### src/hw/stpsc_regs.vh
// Constants of the stepper serial control block: field positions, reset values and counts.
`ifndef STPSC_REGS_VH
`define STPSC_REGS_VH
`define STPSC_WORD_W          12
`define STPSC_CMD_RESET       12'h000
`define STPSC_CMD_MDA_BIT     11
`define STPSC_CMD_CA_MSB      10
`define STPSC_CMD_CA_LSB      7
`define STPSC_CMD_PHA_BIT     6
`define STPSC_CMD_MDB_BIT     5
`define STPSC_CMD_CB_MSB      4
`define STPSC_CMD_CB_LSB      1
`define STPSC_CMD_PHB_BIT     0
`define STPSC_ST_LD_MSB       11
`define STPSC_ST_LD_LSB       9
`define STPSC_ST_ONE_BIT      8
`define STPSC_ST_OT_BIT       7
`define STPSC_ST_TEMP_PREWARNING_FLAG_BIT     6
`define STPSC_ST_UV_BIT       5
`define STPSC_ST_HIGH_SIDE_OVERCURRENT_FLAG_BIT     4
`define STPSC_ST_OLB_BIT      3
`define STPSC_ST_OLA_BIT      2
`define STPSC_ST_OCB_BIT      1
`define STPSC_ST_OCA_BIT      0
`define STPSC_CUR_ZERO        4'h0
`define STPSC_OC_TRIP_COUNT   2'h3
`define STPSC_OC_WINDOW       6'h3f
`define STPSC_OL_LIMIT        4'he
`endif

### src/hw/stpsc_oc_counter.v
// Overcurrent error counter with 63-cycle lockout window for one bridge or the high side.
`timescale 1ns/1ps
`default_nettype none
`include "stpsc_regs.vh"
module stpsc_oc_counter (
    input  wire       mclk_in,
    input  wire       rstn_in,
    input  wire       clear_in,
    input  wire       pwm_start_in,
    input  wire       oc_event_in,
    output reg        flag_out
);
    reg [1:0] err_reg;
    reg [5:0] quiet_reg;
    reg [5:0] lock_reg;

    ////////////////////////////////////////////////////////////////////////
    // Count overcurrent cycles; three of them lock the bridge for 63 cycles.
    // An event in the cycle of a clear is not lost: the count restarts at one.
    always @(posedge mclk_in or negedge rstn_in) begin
        if (!rstn_in) begin
            err_reg   <= 2'h0;
            quiet_reg <= 6'h0;
            lock_reg  <= 6'h0;
            flag_out  <= 1'b0;
        end else if (clear_in) begin
            err_reg   <= (pwm_start_in && oc_event_in) ? 2'h1 : 2'h0;
            quiet_reg <= 6'h0;
            lock_reg  <= 6'h0;
            flag_out  <= 1'b0;
        end else if (pwm_start_in) begin
            if (lock_reg != 6'h0) begin
                lock_reg <= lock_reg - 6'h1;
                if (lock_reg == 6'h1) flag_out <= 1'b0;
            end else if (oc_event_in) begin
                quiet_reg <= 6'h0;
                if (err_reg + 2'h1 == `STPSC_OC_TRIP_COUNT) begin
                    err_reg  <= 2'h0;
                    lock_reg <= `STPSC_OC_WINDOW;
                    flag_out <= 1'b1;
                end else begin
                    err_reg <= err_reg + 2'h1;
                end
            end else if (quiet_reg == `STPSC_OC_WINDOW) begin
                err_reg <= 2'h0; // More than 63 clean cycles forget old errors.
            end else begin
                quiet_reg <= quiet_reg + 6'h1;
            end
        end
    end
endmodule // stpsc_oc_counter
`default_nettype wire

### src/hw/stpsc_open_load.v
// Open-load watchdog for one bridge: oscillator cycles without a PWM switch-off.
`timescale 1ns/1ps
`default_nettype none
`include "stpsc_regs.vh"
module stpsc_open_load (
    input  wire       mclk_in,
    input  wire       rstn_in,
    input  wire       clear_in,
    input  wire       chop_off_in,
    input  wire       osc_tick_in,
    input  wire       switch_off_in,
    input  wire       fault_in,
    output reg        flag_out
);
    reg [3:0] cnt_reg;

    ////////////////////////////////////////////////////////////////////////
    // A zero current code parks the chopper, so the flag is held clear.
    always @(posedge mclk_in or negedge rstn_in) begin
        if (!rstn_in) begin
            cnt_reg  <= 4'h0;
            flag_out <= 1'b0;
        end else if (clear_in || chop_off_in) begin
            cnt_reg  <= 4'h0;
            flag_out <= 1'b0;
        end else begin
            if (switch_off_in) cnt_reg <= 4'h0;
            else if (osc_tick_in && cnt_reg != 4'hf) cnt_reg <= cnt_reg + 4'h1;
            flag_out <= fault_in || (cnt_reg > `STPSC_OL_LIMIT);
        end
    end
endmodule // stpsc_open_load
`default_nettype wire

### src/hw/stpsc_top.v
// Serial control, command decode and diagnostics of the dual-bridge stepper driver.
//
// Overview of operation
// One 12-bit word per microstep, MSB first.
// Bit 11 mixed decay A; bits 10..7 current A.
// Bit 6 sets coil A polarity.
// Bit 5 decay B, bits 4..1 current, bit 0 polarity.
// Current codes scale linearly like 4-bit DAC.
// Code zero keeps bridge in slow decay.
// Both codes zero: clear overcurrent, enter standby.
// Status word MSB first, bits 11..9 load.
// Bit 8 one; temperature and undervoltage flags.
// Overcurrent flags after 3 within 63 cycles.
// Open load after 14 cycles without switch-off.
// Zero current code forces open load flag low.
// Faults also raise the open load flags.
// Host reads open load at low speed.
// Reset or disable clears registers, standby.
// Low enable runs device; high disables it.
// Serial mode select high enables serial control.
// Low reference select picks external analog references.
// Serial data output is tri-state.
// Disable in serial mode holds interface reset.
// Separate overcurrent counters with 63-cycle lockout.
// Shift during chip select low; apply on rise.
// Data output driven only while chip select low.
`timescale 1ns/1ps
`default_nettype none
`include "stpsc_regs.vh"
module stpsc_top (
    // Clock and reset.
    input  wire        mclk_in,
    input  wire        rstn_in,

    // Serial pins; inputs asynchronous, outputs on this clock.
    input  wire        sck_in,
    input  wire        sdi_in,
    input  wire        csn_in,
    output reg         sdo_out,
    output reg         sdo_oe_out,

    // Mode pins, asynchronous levels.
    input  wire        enable_n_in,
    input  wire        serial_mode_select_in,
    input  wire        analog_reference_select_n_in,

    // Status levels on this clock.
    input  wire [2:0]  load_level_in,
    input  wire        over_temp_in,
    input  wire        temp_prewarning_in,
    input  wire        undervoltage_in,

    // Chopper pulses on this clock.
    input  wire        osc_tick_in,
    input  wire        pwm_start_in,
    input  wire        switch_off_a_in,
    input  wire        switch_off_b_in,
    input  wire        overcurrent_a_in,
    input  wire        overcurrent_b_in,
    input  wire        high_side_overcurrent_in,

    // Applied command fields.
    output reg         mixed_decay_a_out,
    output reg  [3:0]  coil_a_current_out,
    output reg         polarity_a_out,
    output reg         mixed_decay_b_out,
    output reg  [3:0]  coil_b_current_out,
    output reg         polarity_b_out,

    // Bridge and power controls.
    output reg         bridge_a_off_out,
    output reg         bridge_b_off_out,
    output reg         use_external_ref_out,
    output reg         standby_out,
    output reg         shutdown_out
);
    ////////////////////////////////////////////////////////////////////////
    // Pin synchronisers: two flops before any logic reads a serial or mode pin.
    // Stage one is read only by stage two.
    reg [1:0] sck_sync_reg;
    reg [1:0] sdi_sync_reg;
    reg [1:0] csn_sync_reg;
    reg [1:0] enn_sync_reg;
    reg [1:0] spe_sync_reg;
    reg [1:0] ann_sync_reg;
    reg       sck_prev_reg;
    reg       csn_prev_reg;

    // Edge detectors reset to each pin's idle level,
    // so leaving reset never shows a false edge.

    // Pins come from the host's clock domain, so each gets a plain two-flop chain.
    always @(posedge mclk_in or negedge rstn_in) begin
        if (!rstn_in) begin
            sck_sync_reg <= 2'h0;
            sdi_sync_reg <= 2'h0;
            csn_sync_reg <= 2'h3;
            enn_sync_reg <= 2'h3;
            spe_sync_reg <= 2'h0;
            ann_sync_reg <= 2'h3;
            sck_prev_reg <= 1'b0;
            csn_prev_reg <= 1'b1;
        end else begin
            sck_sync_reg <= {sck_sync_reg[0], sck_in};
            sdi_sync_reg <= {sdi_sync_reg[0], sdi_in};
            csn_sync_reg <= {csn_sync_reg[0], csn_in};
            enn_sync_reg <= {enn_sync_reg[0], enable_n_in};
            spe_sync_reg <= {spe_sync_reg[0], serial_mode_select_in};
            ann_sync_reg <= {ann_sync_reg[0], analog_reference_select_n_in};
            sck_prev_reg <= sck_sync_reg[1];
            csn_prev_reg <= csn_sync_reg[1];
        end
    end

    // Synchronised levels and their edges.
    // Each serial clock phase must last two
    // system cycles, or an edge is lost.
    wire sck_s    = sck_sync_reg[1];
    wire csn_s    = csn_sync_reg[1];
    wire disabled = enn_sync_reg[1];
    wire serial   = spe_sync_reg[1];
    wire sck_rise = sck_s && !sck_prev_reg;
    wire sck_fall = !sck_s && sck_prev_reg;
    wire cs_rise  = csn_s && !csn_prev_reg;
    // Interface is held in reset while disabled or outside serial mode.
    wire if_reset = disabled || !serial;

    ////////////////////////////////////////////////////////////////////////
    // Shift registers and the applied command word.
    // Command bits, first bit on top.
    reg [11:0] rx_reg;
    // Status bits, top bit on the pin.
    reg [11:0] tx_reg;
    // Rising clock edges in this frame.
    reg [3:0]  bit_cnt_reg;
    // The applied command word.
    reg [11:0] cmd_reg;
    // Overcurrent clear: one cycle per standby word, held high through interface reset.
    reg        oc_clear_reg;

    // Codes of the word now received.
    wire [3:0] rx_cur_a = rx_reg[`STPSC_CMD_CA_MSB:`STPSC_CMD_CA_LSB];
    wire [3:0] rx_cur_b = rx_reg[`STPSC_CMD_CB_MSB:`STPSC_CMD_CB_LSB];
    // Exactly twelve edges make a word.
    wire       word_done = cs_rise && (bit_cnt_reg == 4'hc);

    // Protection flags.
    wire oc_a_flag;
    wire oc_b_flag;
    wire oc_hs_flag;
    wire ol_a_flag;
    wire ol_b_flag;

    // Status snapshot taken when chip select falls; bit 8 is constant one.
    wire [11:0] status_word = {load_level_in, 1'b1, over_temp_in,
                               temp_prewarning_in, undervoltage_in, oc_hs_flag,
                               ol_b_flag, ol_a_flag, oc_b_flag, oc_a_flag};

    // Sample SDI on SCK rising, shift status on falling edge. Only a complete
    // 12-bit frame is applied, so a glitched frame cannot move the coils.
    always @(posedge mclk_in or negedge rstn_in) begin
        if (!rstn_in) begin
            rx_reg       <= 12'h000;
            tx_reg       <= 12'h000;
            bit_cnt_reg  <= 4'h0;
            cmd_reg      <= `STPSC_CMD_RESET;
            oc_clear_reg <= 1'b0;
        end else if (if_reset) begin
            rx_reg       <= 12'h000;
            tx_reg       <= 12'h000;
            bit_cnt_reg  <= 4'h0;
            // Disable clears the word and the flags.
            cmd_reg      <= `STPSC_CMD_RESET;
            oc_clear_reg <= 1'b1;
        end else begin
            oc_clear_reg <= 1'b0;
            // Chip select fall: snapshot and restart.
            if (csn_prev_reg && !csn_s) begin
                tx_reg      <= status_word;
                bit_cnt_reg <= 4'h0;
            end else if (!csn_s && sck_rise) begin
                // Data comes from the last stage, in step with the clock.
                rx_reg <= {rx_reg[10:0], sdi_sync_reg[1]};
                if (bit_cnt_reg != 4'hf) bit_cnt_reg <= bit_cnt_reg + 4'h1;
            end else if (!csn_s && sck_fall) begin
                // Extra clocks shift out zeros.
                tx_reg <= {tx_reg[10:0], 1'b0};
            end
            // A short or long frame is dropped whole.
            if (word_done) begin
                cmd_reg <= rx_reg;
                if (rx_cur_a == `STPSC_CUR_ZERO && rx_cur_b == `STPSC_CUR_ZERO)
                    oc_clear_reg <= 1'b1;
            end
        end
    end

    ////////////////////////////////////////////////////////////////////////
    // Protection counters and open-load watchdogs.
    // A standby word or a disable clears all three counters.
    // Bridge A low side.
    stpsc_oc_counter u_oc_a (
        .mclk_in      (mclk_in),
        .rstn_in      (rstn_in),
        .clear_in     (oc_clear_reg),
        .pwm_start_in (pwm_start_in),
        .oc_event_in  (overcurrent_a_in),
        .flag_out     (oc_a_flag)
    );

    // Bridge B low side.
    stpsc_oc_counter u_oc_b (
        .mclk_in      (mclk_in),
        .rstn_in      (rstn_in),
        .clear_in     (oc_clear_reg),
        .pwm_start_in (pwm_start_in),
        .oc_event_in  (overcurrent_b_in),
        .flag_out     (oc_b_flag)
    );

    // High side; a trip stops both bridges.
    stpsc_oc_counter u_oc_hs (
        .mclk_in      (mclk_in),
        .rstn_in      (rstn_in),
        .clear_in     (oc_clear_reg),
        .pwm_start_in (pwm_start_in),
        .oc_event_in  (high_side_overcurrent_in),
        .flag_out     (oc_hs_flag)
    );

    // Applied codes; faults raise open load.
    wire [3:0] cur_a = cmd_reg[`STPSC_CMD_CA_MSB:`STPSC_CMD_CA_LSB];
    wire [3:0] cur_b = cmd_reg[`STPSC_CMD_CB_MSB:`STPSC_CMD_CB_LSB];
    wire       fault = over_temp_in || undervoltage_in || oc_hs_flag;

    // Bridge A watchdog.
    stpsc_open_load u_ol_a (
        .mclk_in       (mclk_in),
        .rstn_in       (rstn_in),
        .clear_in      (if_reset),
        .chop_off_in   (cur_a == `STPSC_CUR_ZERO),
        .osc_tick_in   (osc_tick_in),
        .switch_off_in (switch_off_a_in),
        .fault_in      (fault || oc_a_flag),
        .flag_out      (ol_a_flag)
    );

    // Bridge B watchdog.
    stpsc_open_load u_ol_b (
        .mclk_in       (mclk_in),
        .rstn_in       (rstn_in),
        .clear_in      (if_reset),
        .chop_off_in   (cur_b == `STPSC_CUR_ZERO),
        .osc_tick_in   (osc_tick_in),
        .switch_off_in (switch_off_b_in),
        .fault_in      (fault || oc_b_flag),
        .flag_out      (ol_b_flag)
    );

    ////////////////////////////////////////////////////////////////////////
    // Registered outputs to the bridges, DAC and the serial data pin.
    // Current codes go to the analog DAC unchanged; it steps code/16 linearly.
    always @(posedge mclk_in or negedge rstn_in) begin
        if (!rstn_in) begin
            mixed_decay_a_out    <= 1'b0;
            coil_a_current_out   <= 4'h0;
            polarity_a_out       <= 1'b0;
            mixed_decay_b_out    <= 1'b0;
            coil_b_current_out   <= 4'h0;
            polarity_b_out       <= 1'b0;
            // Bridges start off, device in standby.
            bridge_a_off_out     <= 1'b1;
            bridge_b_off_out     <= 1'b1;
            use_external_ref_out <= 1'b0;
            standby_out          <= 1'b1;
            shutdown_out         <= 1'b0;
            sdo_out              <= 1'b0;
            sdo_oe_out           <= 1'b0;
        end else begin
            // Command fields follow the word.
            mixed_decay_a_out    <= cmd_reg[`STPSC_CMD_MDA_BIT];
            coil_a_current_out   <= cur_a;
            polarity_a_out       <= cmd_reg[`STPSC_CMD_PHA_BIT];
            mixed_decay_b_out    <= cmd_reg[`STPSC_CMD_MDB_BIT];
            coil_b_current_out   <= cur_b;
            polarity_b_out       <= cmd_reg[`STPSC_CMD_PHB_BIT];

            // Zero code or locked bridge keeps the bridge off in slow decay.
            bridge_a_off_out     <= (cur_a == `STPSC_CUR_ZERO) || oc_a_flag || oc_hs_flag
                                    || over_temp_in;
            bridge_b_off_out     <= (cur_b == `STPSC_CUR_ZERO) || oc_b_flag || oc_hs_flag
                                    || over_temp_in;

            // Reference select, power state, data pin.
            use_external_ref_out <= serial && !ann_sync_reg[1];
            // Standby follows the cleared word, so it
            // never leads the currents switching off.
            standby_out          <= (cur_a == `STPSC_CUR_ZERO) &&
                                    (cur_b == `STPSC_CUR_ZERO);
            shutdown_out         <= serial && disabled;
            sdo_out              <= tx_reg[11];
            sdo_oe_out           <= !csn_s && !if_reset;
        end
    end
endmodule // stpsc_top
`default_nettype wire

### config.mk
export PLATFORM = sky130hd
export DESIGN_NAME = stpsc_top
export DESIGN_NICKNAME = d
export VERILOG_FILES = /design/src/hw/stpsc_oc_counter.v /design/src/hw/stpsc_open_load.v /design/src/hw/stpsc_top.v
export VERILOG_INCLUDE_DIRS = /design/src /design/src/hw
export SDC_FILE = /design/constraint.sdc
export NUM_CORES = 1
export LEC_CHECK = 0
export BUFFER_PORTS_ARGS = -buffer_cell sky130_fd_sc_hd__buf_2
export CAP_MARGIN = 20
export CORE_MARGIN = 10
export CORE_UTILIZATION = 65
export DETAILED_ROUTE_END_ITERATION = 6
export PLACE_DENSITY = 0.83
export SETUP_SLACK_MARGIN = 0.5
export SLEW_MARGIN = 20
export SYNTH_ARGS = -nofsm -noshare
export SYNTH_HDL_FRONTEND = slang
export SYNTH_SLANG_ARGS = --single-unit
### constraint.sdc
create_clock -name mclk_in -period 3.8 [get_ports mclk_in]
set_clock_uncertainty 0.05 [all_clocks]
set_input_delay 0.38 -clock mclk_in [delete_from_list [all_inputs] [get_ports mclk_in]]
set_output_delay 0.38 -clock mclk_in [all_outputs]
set_load 0.1 [all_outputs]
After elaboration in Yosys (flattened, before gate mapping)
Index checks and enable logic that the tools add are counted.
- register bits: 129
- output and inout bits: 19
- word-level logic and storage cells: 251
- add/subtract/negate cells: 12
- magnitude comparators: 2
- eq/ne operators: 24
- multiplexer cells: 93
- reduce and logical (&&, ||, !) cells: 78
- operator list (cell ; count):
    6-bit 2-to-1 mux ; 30
    12-bit 2-to-1 mux ; 9
    3-bit nonzero test ; 14
    4-bit 2-to-1 mux ; 10
    2-bit 2-to-1 mux ; 18
    3-bit AND reduction ; 9
    1-bit 2-to-1 mux ; 26
    3-bit inequality test, second input constant ; 7
    6-bit by 1-bit adder with 6-bit output, second input constant ; 3
    6-bit by 1-bit == test with 1-bit output, second input constant ; 3
    6-bit == test, second input constant ; 3
    6-bit nonzero test ; 3
    6-bit by 1-bit subtractor with 6-bit output, second input constant ; 3
    1-bit logical AND ; 17
    4-bit logical NOT ; 4
    1-bit logical OR ; 15
    4-bit by 1-bit adder with 4-bit output, second input constant ; 3
    4-bit inequality test, second input constant ; 3
    4-bit AND reduction ; 3
    4-bit > comparator, second input constant ; 2
    2-bit inequality test, second input constant ; 4
    1-bit logical NOT ; 7
    2-bit by 1-bit adder with 2-bit output, second input constant ; 3
    2-bit == test, second input constant ; 3
    other kinds (3) ; 7

Logic depth before layout (Yosys ltp)
Gate-level depths: netlist (run 1).
- depth after elaboration: 7
- mapped depth: 7

Cells and area by module
Synthesis (run 1) repeated with hierarchy kept, for this count alone.
- cell total of the unflattened synthesis: 618
- area, all modules: 6488.7 sq um
- modules (own cells, without submodules) (module ; times used ; cells each ; area each (sq um) ; sequential area each (sq um)):
    stpsc_oc_counter ; 3 ; 116 ; 1061.0 ; 375.4
    stpsc_top ; 1 ; 216 ; 2767.7 ; 1864.3
    stpsc_open_load ; 2 ; 27 ; 269.0 ; 125.1

Worst setup path after synthesis (run 1)
No wires, ideal clock.
- kind: register -> register
- start point: reg u_oc_b.lock_reg[0]
- end point: reg u_oc_b.err_reg[0]
- library setup time: 82 ps
- arrival: 1779 ps
- required time: 3668 ps
- setup slack: 1889 ps
- stages on the path, launching flop included: 7
- path buffers: 0
- path through: dfrtp_1 -> inv_1 -> ha_1 -> nor3b_4 -> nand2_1 -> or4b_1 -> a31oi_1
- longest elaborated chain between the ends: 3
- RTL lines (element ; line ; RTL):
    start, declared ; stpsc_oc_counter.v:15 ; reg [5:0] lock_reg;
    start signal, assigned ; stpsc_oc_counter.v:33 ; lock_reg <= lock_reg - 6'h1;
    start signal, assigned ; stpsc_oc_counter.v:39 ; lock_reg <= `STPSC_OC_WINDOW;
    6-bit nonzero test ; stpsc_oc_counter.v:32 ; if (lock_reg != 6'h0) begin
    2-bit inequality test (no line) ; n/a ;
    3-bit AND reduction (no line) ; n/a ;
    end signal, assigned ; stpsc_oc_counter.v:27 ; err_reg <= (pwm_start_in && oc_event_in) ? 2'h1 : 2'h0;
    end signal, assigned ; stpsc_oc_counter.v:42 ; err_reg <= err_reg + 2'h1;
    end, declared ; stpsc_oc_counter.v:13 ; reg [1:0] err_reg;
No other way between the ends.
A chain may end at the register's enable or synchronous reset.

Worst setup path in the final report (run 1)
- start point: reg u_oc_a.lock_reg[0]
- end point: reg u_oc_a.err_reg[0]
- longest elaborated chain between the ends: 3
- RTL lines (element ; line):
    start, declared ; stpsc_oc_counter.v:15
    start signal, assigned ; stpsc_oc_counter.v:33
    start signal, assigned ; stpsc_oc_counter.v:39
    6-bit nonzero test ; stpsc_oc_counter.v:32
    2-bit inequality test (no line) ; n/a
    3-bit AND reduction (no line) ; n/a
    end signal, assigned ; stpsc_oc_counter.v:27
    end signal, assigned ; stpsc_oc_counter.v:42
    end, declared ; stpsc_oc_counter.v:13
No other way between the ends.

==> impl_metrics.tcl, run 1 <==
set metrics [dict create \
    status "finished, final reports clean" \
    grt_pass1_wl_um 21700 \
    worst_pin_slew_ns 0.828 \
    min_period_over_period_pct 60.3 \
    cp_cell_sequence "inv_1 -> ha_1 -> nor2b_1 -> nand3_4 -> or4b_1 -> a31oi_1" \
    io_pins 40 \
    yosysTopAreaCellShare_pct 50.4 \
    path_clk_slew_ns 0.07 \
    synth-edff-count 0 \
    fin_tns_setup_ns 0 \
    p_per_area_nw_per_um2 476 \
    cts_sinks 129 \
    std_cell_rows 34 \
    ir_drop_mv 0.315 \
    cts_buffer_depth 2 \
    crit_fanout 9 \
    syn_inst 572 \
    finalSetupViolCount 0 \
    initial_core_util_pct 67.1 \
    insertedDiodeCount 0 \
    async_reset_ff_share_pct 100 \
    ctsResizeCount 0 \
    coreArea_um2 8810 \
    rsz0062_at_grt "no" \
    drt_iter0_markers 340 \
    cp_top_family "simple AND/OR/NAND/NOR gates" \
    globalRouteTotalUtil_pct 20.5 \
    synth-main-ff-cell "dfrtp_1" \
    syn_nets 611 \
    clkPwrFrac_pct 50.9 \
    synthTopCellsByArea "dfrtp_1, dfstp_2, nand2_1" \
    fillers 530 \
    critPathMaxStageDelay_ns 0.56 \
    dpl_worst_slack_ns 1.51 \
    antenna_found_initial 0 \
    min_path_type "in2reg" \
    final_nets 658 \
    net-switching-power_w 0.000803 \
    postRouteAntennaNets 0 \
    slew_headroom_pct 44.6 \
    maxCapViolCount 0 \
    p_int_w 0.00248 \
    synth.distinct_cells 60 \
    drc_errors 0 \
    yosys-top-cells-count "dfrtp_1, nand2_1, nor2_1, a21oi_1, o21ai_0" \
    p_comb_share_pct 6.0 \
    vias 4618 \
    p_sw_share_pct 24.5 \
    crit_path_end_kind "flip-flop" \
    yosys_warnings 0 \
    required_ns 4.18 \
    ys_seq_area_share_pct 54.8 \
    vias_per_cell 6.24 \
    clock_latency_ns 0.52 \
    grt_max_degree 86 \
    chipWidth_um 115 \
    synth.avg_cell_area_um2 10.3 \
    areaGrowthSynthToFinish_pct 16.5 \
    drive_gt1_share_pct 16.0 \
    grt_pass1_vias 4451 \
    cts_tree "done" \
    crit_type "reg2reg" \
    drt_wl_total_um 13100 \
    critPathLaunchType "flip-flop" \
    synth-seq-cells 129 \
    hpwl_um 8110 \
    fin_ws_ns 1.51 \
    hold_viol 0 \
    synthesis.area_um2 5910 \
    seq_power_share_pct 43.1 \
    gp_congestion 0.894 \
    gr-total-overflow 0 \
    post-synth-top-count-cell "dfrtp_1" \
    finalMaxSlewViolations 0 \
    max_freq_mhz 437 \
    firstDrtPassIters 5 \
    worstPathArrival_ns 2.67 \
    htree_levels 4 \
    synth_top_area_cell "dfrtp_1" \
    die_area_um2 13300 \
    die-height_um 115 \
    clockRootBuffer "clkbuf_8" \
    crit_buf_inv 1 \
    wl_per_cell_um 17.8 \
    numCtsBuffers 17 \
    p_leak_nw 3.13 \
    fin_crit_ns 2.29 \
    io_buffers 39 \
    slowest_stage "nor2b_1" \
]
## per-layer routing
| metal | share of wire, % | track usage (%) |
|---|---|---|
| met5 | 0 | 0 |
| met4 | 1.3 | 7.09 |
| met3 | 5.6 | 5.16 |
| met2 | 52 | 35.0 |
| met1 | 41 | 24.7 |
## cell usage in the layout (no fill, tap or decap), types with 6 or more instances in the layout
master         netlist  layout
a22oi_1             11      11
o21ai_0             27      27
buf_2                3      38
nand4b_1             6       6
xnor2_1              7       7
inv_1               19      19
nand2b_1             6       6
nor2b_1              7       7
nor3_1              10       9
inv_6                0       7
mux2i_1             14      14
clkbuf_16            0      16
dfrtp_1            119     119
a31oi_1             12      12
nor2_1              58      58
a211oi_1             8       8
and3_1               7       7
nand4_1              7       7
a21oi_1             32      32
dfstp_2             10      10
ha_1                18      18
dlygate4sd3_1        0       7
nand2_1             66      66
nand3_1             25      25
## through the flow
| stage | total power, W | cells | area (µm²) | hold slack [ns] | util [%] |
|---|---|---|---|---|---|
| after floorplan | 0.00155 | 572 | 5910 | 0.0344 | - |
| after global placement | 0.00162 | 701 | 6200 | 0.286 | 70.4 |
| after detailed placement | 0.00163 | 701 | 6200 | 0.285 | 70.4 |
| after CTS | 0.00330 | 739 | 6870 | 0.0207 | 78.0 |
| after global routing | 0.00339 | 740 | 6890 | 0.0991 | 78.2 |
| final | 0.00328 | 740 | 6890 | 0.0938 | 78.2 |
## power groups by stage
stage	clock, W	sequential (W)	combinational, W
floorplan	0	0.00145	0.000107
global placement	0	0.00144	0.000182
detailed placement	0	0.00144	0.000188
CTS	0.00169	0.00141	0.000195
global route	0.00175	0.00142	0.000218
finish	0.00167	0.00141	0.000197
## worst reg2reg max path: stages, from the launching register on
cell     delay (ns)
dfrtp_1        0.44
inv_1          0.11
ha_1           0.19
nor2b_1        0.56
nand3_4        0.16
or4b_1         0.53
a31oi_1        0.18
## logic make-up (layout without fill, tap and decap cells)
logic type | count (synthesis) | count (layout) | share of synthesized area, %
AND/OR/NAND/NOR | 228 | 228 | 19.9
flip-flops | 129 | 129 | 54.8
AO/OA/AOI/OAI | 128 | 128 | 14.2
buffers and inverters | 40 | 100 | 2.60
adder cells (fa/ha/maj) | 18 | 18 | 3.81
multiplexers | 17 | 17 | 2.94
XOR/XNOR | 12 | 12 | 1.78
## layout make-up
type | count | area, µm² | share of cell area, %
clock inverters | 15 | 193 | 2.80
clock buffers | 17 | 414 | 6.01
inverters | 19 | 71.3 | 1.04
flip-flops and latches | 129 | 3240 | 47.0
multi-input cells | 403 | 2530 | 36.7
well taps | 108 | 135 | 1.96
repair buffers | 49 | 307 | 4.45
## timing repair
action | CTS | global route
hold buffers | 6 | 1
endpoints found under the hold margin | 6 | 75
setup buffers | 0 | 0
## worst paths after layout
kind                                                start                               to  slack, ns  cells after the start
max reg2reg                u_oc_a.lock_reg[0]$_DFFE_PN0P_    u_oc_a.err_reg[0]$_DFFE_PN0P_       1.51                      6
min                                          over_temp_in       bridge_a_off_out$_DFF_PN1_       0.09                      3
min reg2reg                     spe_sync_reg[0]$_DFF_PN0_        spe_sync_reg[1]$_DFF_PN0_       0.30                      0
max                        u_oc_a.lock_reg[0]$_DFFE_PN0P_    u_oc_a.err_reg[0]$_DFFE_PN0P_       1.51                      6
max in group asynchronous                         rstn_in           csn_prev_reg$_DFF_PN1_       2.51                      3
min in group asynchronous                         rstn_in  coil_a_current_out[0]$_DFF_PN0_       0.45                      2
(Power assumes the default switching activity.)
==> run 2, diff against run 1 <==
- CORE_UTILIZATION: 65 -> 54
- PLACE_DENSITY: 0.83 -> 0.73
- clock period: 3.8 -> 2.1 ns (I/O delays scaled with it)
==> run 2 against run 1 <==
Against the previous run:
- setup slack worse by 1.1 ns
- global-route usage down 3.0 points
- cell area up 10%
- power up 77%
- count of clock-buffer cells in the layout up 4
- die area up 17%
- cell count up 11%
- first-iteration DRC count up 51%
- clock power up 66%
- largest power group unchanged
==> impl_metrics.tcl, run 2 (synthesis results as in run 1) <==
set metrics [dict create \
    min_path_type "in2reg" \
    worst_pin_slew_ns 0.544 \
    grt_pass1_vias 4814 \
    final_nets 709 \
    std_cell_rows 38 \
    globalRouteTotalUtil_pct 17.5 \
    drc_errors 0 \
    critPathLaunchType "flip-flop" \
    die-height_um 125 \
    status "finished, final reports clean" \
    p_per_area_nw_per_um2 763 \
    gr-total-overflow 0 \
    layout_commonest_cell "dfrtp_1" \
    coreArea_um2 10800 \
    crit_cells 8 \
    gp_congestion 0.863 \
    hpwl_um 8420 \
    grt_max_degree 58 \
    htree_levels 4 \
    crit_fanout 6 \
    drt_wl_total_um 13900 \
    finalMaxSlewViolations 0 \
    fin_cells 823 \
    cp_top_family "simple AND/OR/NAND/NOR gates" \
    max_freq_mhz 576 \
    cts_buffer_depth 2 \
    initial_core_util_pct 54.8 \
    clockRootBuffer "clkbuf_8" \
    io_buffers 39 \
    vias 4818 \
    fin_util_pct 70.4 \
    firstDrtPassIters 5 \
    drt_iter0_markers 515 \
    io_pins 40 \
    required_ns 2.49 \
    slew_headroom_pct 63.7 \
    finalSetupViolCount 0 \
    insertedDiodeCount 0 \
    crit_path_end_kind "flip-flop" \
    cts_tree "done" \
    wl_per_cell_um 16.9 \
    die_area_um2 15500 \
    worstPathArrival_ns 2.13 \
    chipWidth_um 125 \
    layout_common_cells "dfrtp_1, nand2_1, nor2_1" \
    maxCapViolCount 0 \
    fin_tns_setup_ns 0 \
    cp_cell_sequence "inv_2 -> ha_4 -> nor3b_4 -> buf_4 -> buf_6 -> nor2b_1 -> o21ai_0 -> a21oi_1" \
    drive_gt1_share_pct 27.2 \
    areaGrowthSynthToFinish_pct 28.6 \
    fin_crit_ns 1.74 \
    postRouteAntennaNets 0 \
    grt_pass1_wl_um 22900 \
    hold_viol 0 \
    p_leak_nw 3.41 \
    rsz0062_at_grt "yes" \
    slowest_stage "dfrtp_1" \
    ir_drop_mv 0.553 \
    holdPathStages 3 \
    crit_buf_inv 3 \
    reg2reg_depth 8 \
    clock_latency_ns 0.53 \
    critPathMaxStageDelay_ns 0.39 \
    path_clk_slew_ns 0.06 \
    vias_per_cell 5.85 \
    crit_type "reg2reg" \
    cts_sinks 129 \
    min_period_over_period_pct 82.7 \
    numCtsBuffers 17 \
    dpl.cell_count 745 \
    antenna_found_initial 0 \
]
==> run 2: power by group <==
part | internal (W) | switching, W
clock | 0.00167 | 0.00110
sequential | 0.00253 | 0.0000302
combinational | 0.000186 | 0.000278
total | 0.00439 | 0.00141
==> run 2: worst paths after layout <==
check                                          startpoint                              end  slack, ns
max in group asynchronous                         rstn_in       bridge_a_off_out$_DFF_PN1_       1.11
setup / recovery           u_oc_b.lock_reg[1]$_DFFE_PN0P_   u_oc_b.lock_reg[3]$_DFFE_PN0P_       0.36
hold / removal                         temp_prewarning_in            tx_reg[6]$_DFFE_PN0P_       0.03
hold reg to reg                 spe_sync_reg[0]$_DFF_PN0_        spe_sync_reg[1]$_DFF_PN0_       0.30
min in group asynchronous                         rstn_in  coil_a_current_out[1]$_DFF_PN0_       0.17
setup reg to reg           u_oc_b.lock_reg[1]$_DFFE_PN0P_   u_oc_b.lock_reg[3]$_DFFE_PN0P_       0.36
==> run 2: worst min-delay path: cells and delay by family <==
family	cells	cell delay [ns]
AOI/OAI and AO/OA	2	0.26
buffers and inverters	1	0.09
==> run 2: metal layers <==
metal	global-route usage [%]	wire length [µm]
met5	0	0
met4	6.65	129
met3	5.19	713
met2	29.1	7230
met1	20.8	5830
==> run 2: area by class of cell <==
cell class | count | area, µm²
Sequential cell | 129 | 3240
Inverter | 19 | 71.3
Tap cell | 140 | 175
Multi-Input combinational cell | 403 | 2780
Fill cell | 711 | 3190
Clock inverter | 11 | 106
Clock buffer | 21 | 459
Timing Repair Buffer | 100 | 766
==> run 2: repair_timing <==
item	CTS	global route
resized for setup	38	29
setup buffers	16	11
endpoints found under the hold margin	65	0
pin swaps	13	15
endpoints found under the setup margin	69	72
hold buffers	19	0
==> run 2: metrics by stage <==
step,area [µm²],hold WS [ns],setup WS (ns),total power [W]
floorplan,5950,-0.136,0.241,0.00282
global placement,6380,0.174,0.259,0.00296
detailed placement,6380,0.179,0.181,0.00297
CTS,7400,0.00986,0.379,0.00582
global route,7600,0.0549,0.248,0.00602
finish,7600,0.0263,0.364,0.00580
==> run 3, diff against run 2 <==
- clock period: 2.1 -> 1.5 ns (I/O delays scaled with it)
==> run 3 against run 2 <==
Against the previous run:
- the run now ends with DRC, hold timing, setup timing left
- register-to-register slack worse by 0.74 ns
- fmax down 7.3%
- worst hold slack worse by 0.046 ns
- cell area up 25%
- first-iteration DRC count up 22%
- critical endpoint is now u_oc_b.err_reg[0]$_DFFE_PN0P_
==> impl_metrics.tcl, run 3 (synthesis results as in run 1) <==
set metrics [dict create \
    p_sw_share_pct 26.0 \
    slew_headroom_pct 59.3 \
    fin_ws_ns -0.372 \
    cts_sinks 129 \
    startpoint "u_oc_b.lock_reg[1]$_DFFE_PN0P_" \
    critPathLaunchType "flip-flop" \
    drt_wl_total_um 22800 \
    finalMaxSlewViolations 0 \
    p_int_w 0.00658 \
    insertedDiodeCount 0 \
    worst_pin_slew_ns 0.606 \
    antenna_found_initial 0 \
    max_freq_mhz 534 \
    cts_buffer_depth 2 \
    die-height_um 125 \
    io_pins 40 \
    timing.rr.start "u_oc_b.lock_reg[1]$_DFFE_PN0P_" \
    layout_commonest_cell "dfrtp_1" \
    die_area_um2 15500 \
    hpwl_um 9420 \
    areaGrowthSynthToFinish_pct 60.9 \
    gr-total-overflow 0 \
    whs_ns -0.0193 \
    critPathCapture "u_oc_b.err_reg[0]$_DFFE_PN0P_" \
    reg2reg_depth 6 \
    firstDrtPassIters 7 \
    power_w 0.00890 \
    gp_congestion 0.845 \
    clock_latency_ns 0.56 \
    required_ns 1.90 \
    grt_pass1_wl_um 28800 \
    grt_max_degree 38 \
    maxCapViolCount 0 \
    fin_util_pct 88.2 \
    p_comb_share_pct 11.1 \
    globalRouteTotalUtil_pct 22.4 \
    io_buffers 39 \
    net-switching-power_w 0.00231 \
    final_nets 794 \
    postRouteAntennaNets 0 \
    min_path_type "in2reg" \
    crit_type "reg2reg" \
    fin_crit_ns 1.87 \
    crit_fanout 4 \
    fin_tns_setup_ns -10.37 \
    htree_levels 4 \
    crit_path_end_kind "flip-flop" \
    initial_core_util_pct 54.8 \
    drt_iter0_markers 629 \
    ff2ff_setup_slack_ns -0.37 \
    worstPathArrival_ns 2.27 \
    cts_tree "done" \
    clockRootBuffer "clkbuf_8" \
    coreArea_um2 10800 \
    rsz0062_at_grt "yes" \
    vias_per_cell 6.52 \
    drc_errors 13 \
    chipWidth_um 125 \
    violations "DRC, hold timing, setup timing" \
    ir_drop_mv 1.50 \
    numCtsBuffers 17 \
    wl_per_cell_um 25.1 \
    p_per_area_nw_per_um2 935 \
    layout_common_cells "dfrtp_1, buf_4, nor2_1" \
    holdPathStages 4 \
    path_clk_slew_ns 0.07 \
    reg2reg_to "u_oc_b.err_reg[0]$_DFFE_PN0P_" \
    dpl_worst_slack_ns -0.306 \
    drive_gt1_share_pct 53.4 \
    fillers 384 \
    grt_pass1_vias 5649 \
    vias 5922 \
    hold_viol 2 \
    finalSetupViolCount 87 \
    clkPwrFrac_pct 48.5 \
    std_cell_rows 38 \
    min_period_over_period_pct 125 \
    status "complete, but fails checks" \
    p_leak_nw 4.23 \
    seq_power_share_pct 40.4 \
]
-- run 3: changes by cell type in the layout (fill, tap and decap cells not counted), sizes merged --
cell         change
dlygate4sd3      +1
clkinvlp         -1
buf             +83
clkbuf           +2
inv              -1
bufinv           +1
-- run 3: worst min-delay path by stage --
stage / to / slack [ns] / from
floorplan: bit_cnt_reg[0]$_DFFE_PN0P_ / -0.20 / rstn_in
global placement: cmd_reg[4]$_DFFE_PN0P_ / 0.04 / rstn_in
detailed placement: cmd_reg[4]$_DFFE_PN0P_ / 0.05 / rstn_in
CTS: u_oc_b.quiet_reg[1]$_DFFE_PN0P_ / -0.009 / overcurrent_b_in
global route: u_oc_b.quiet_reg[5]$_DFFE_PN0P_ / -0.01 / overcurrent_b_in
finish: u_oc_b.quiet_reg[5]$_DFFE_PN0P_ / -0.02 / overcurrent_b_in
-- run 3: routing by layer --
layer  wire [µm]  vias up  track usage (%)
met5           0        -                0
met4        1310        0             9.53
met2       11300      443             39.4
li1            -     2413                -
met1        8290     2938             25.3
met3        1880      128             5.15
-- run 3: repair_timing --
| item | CTS | global route |
|---|---|---|
| resized for setup | 176 | 99 |
| endpoints found under the hold margin | 152 | 1 |
| setup buffers | 33 | 21 |
| gates cloned | 3 | 3 |
| pin swaps | 45 | 34 |
| hold buffers | 19 | 1 |
| endpoints found under the setup margin | 119 | 119 |
-- run 3: cell type report --
type	instances	area [µm²]	share of cell area, %
Tap cell	140	175	1.84
Clock inverter	10	124	1.30
Timing Repair Buffer	185	1910	20.1
Clock buffer	22	483	5.08
Inverter	19	71.3	0.750
Multi-Input combinational cell	403	3480	36.6
Sequential cell	129	3270	34.4
-- run 3: worst max-delay path: stages (launching register included) --
cell,delay [ns]
dfrtp_1,0.40
inv_2,0.10
ha_4,0.14
nor3b_4,0.27
nand2_2,0.11
or4b_1,0.47
a31oi_1,0.24
-- run 3: through the flow --
step / area [µm²] / cells
floorplan: 6290 / 572
finish: 9510 / 908
CTS: 8870 / 883
global route: 9510 / 908
detailed placement: 7090 / 796
global placement: 7090 / 796
-- run 3: power by group through the flow --
stage / combinational, W / clock [W] / sequential [W]
floorplan: 0.000345 / 0 / 0.00367
global placement: 0.000624 / 0 / 0.00364
detailed placement: 0.000644 / 0 / 0.00364
CTS: 0.000834 / 0.00418 / 0.00358
global route: 0.00104 / 0.00447 / 0.00360
finish: 0.000987 / 0.00431 / 0.00360
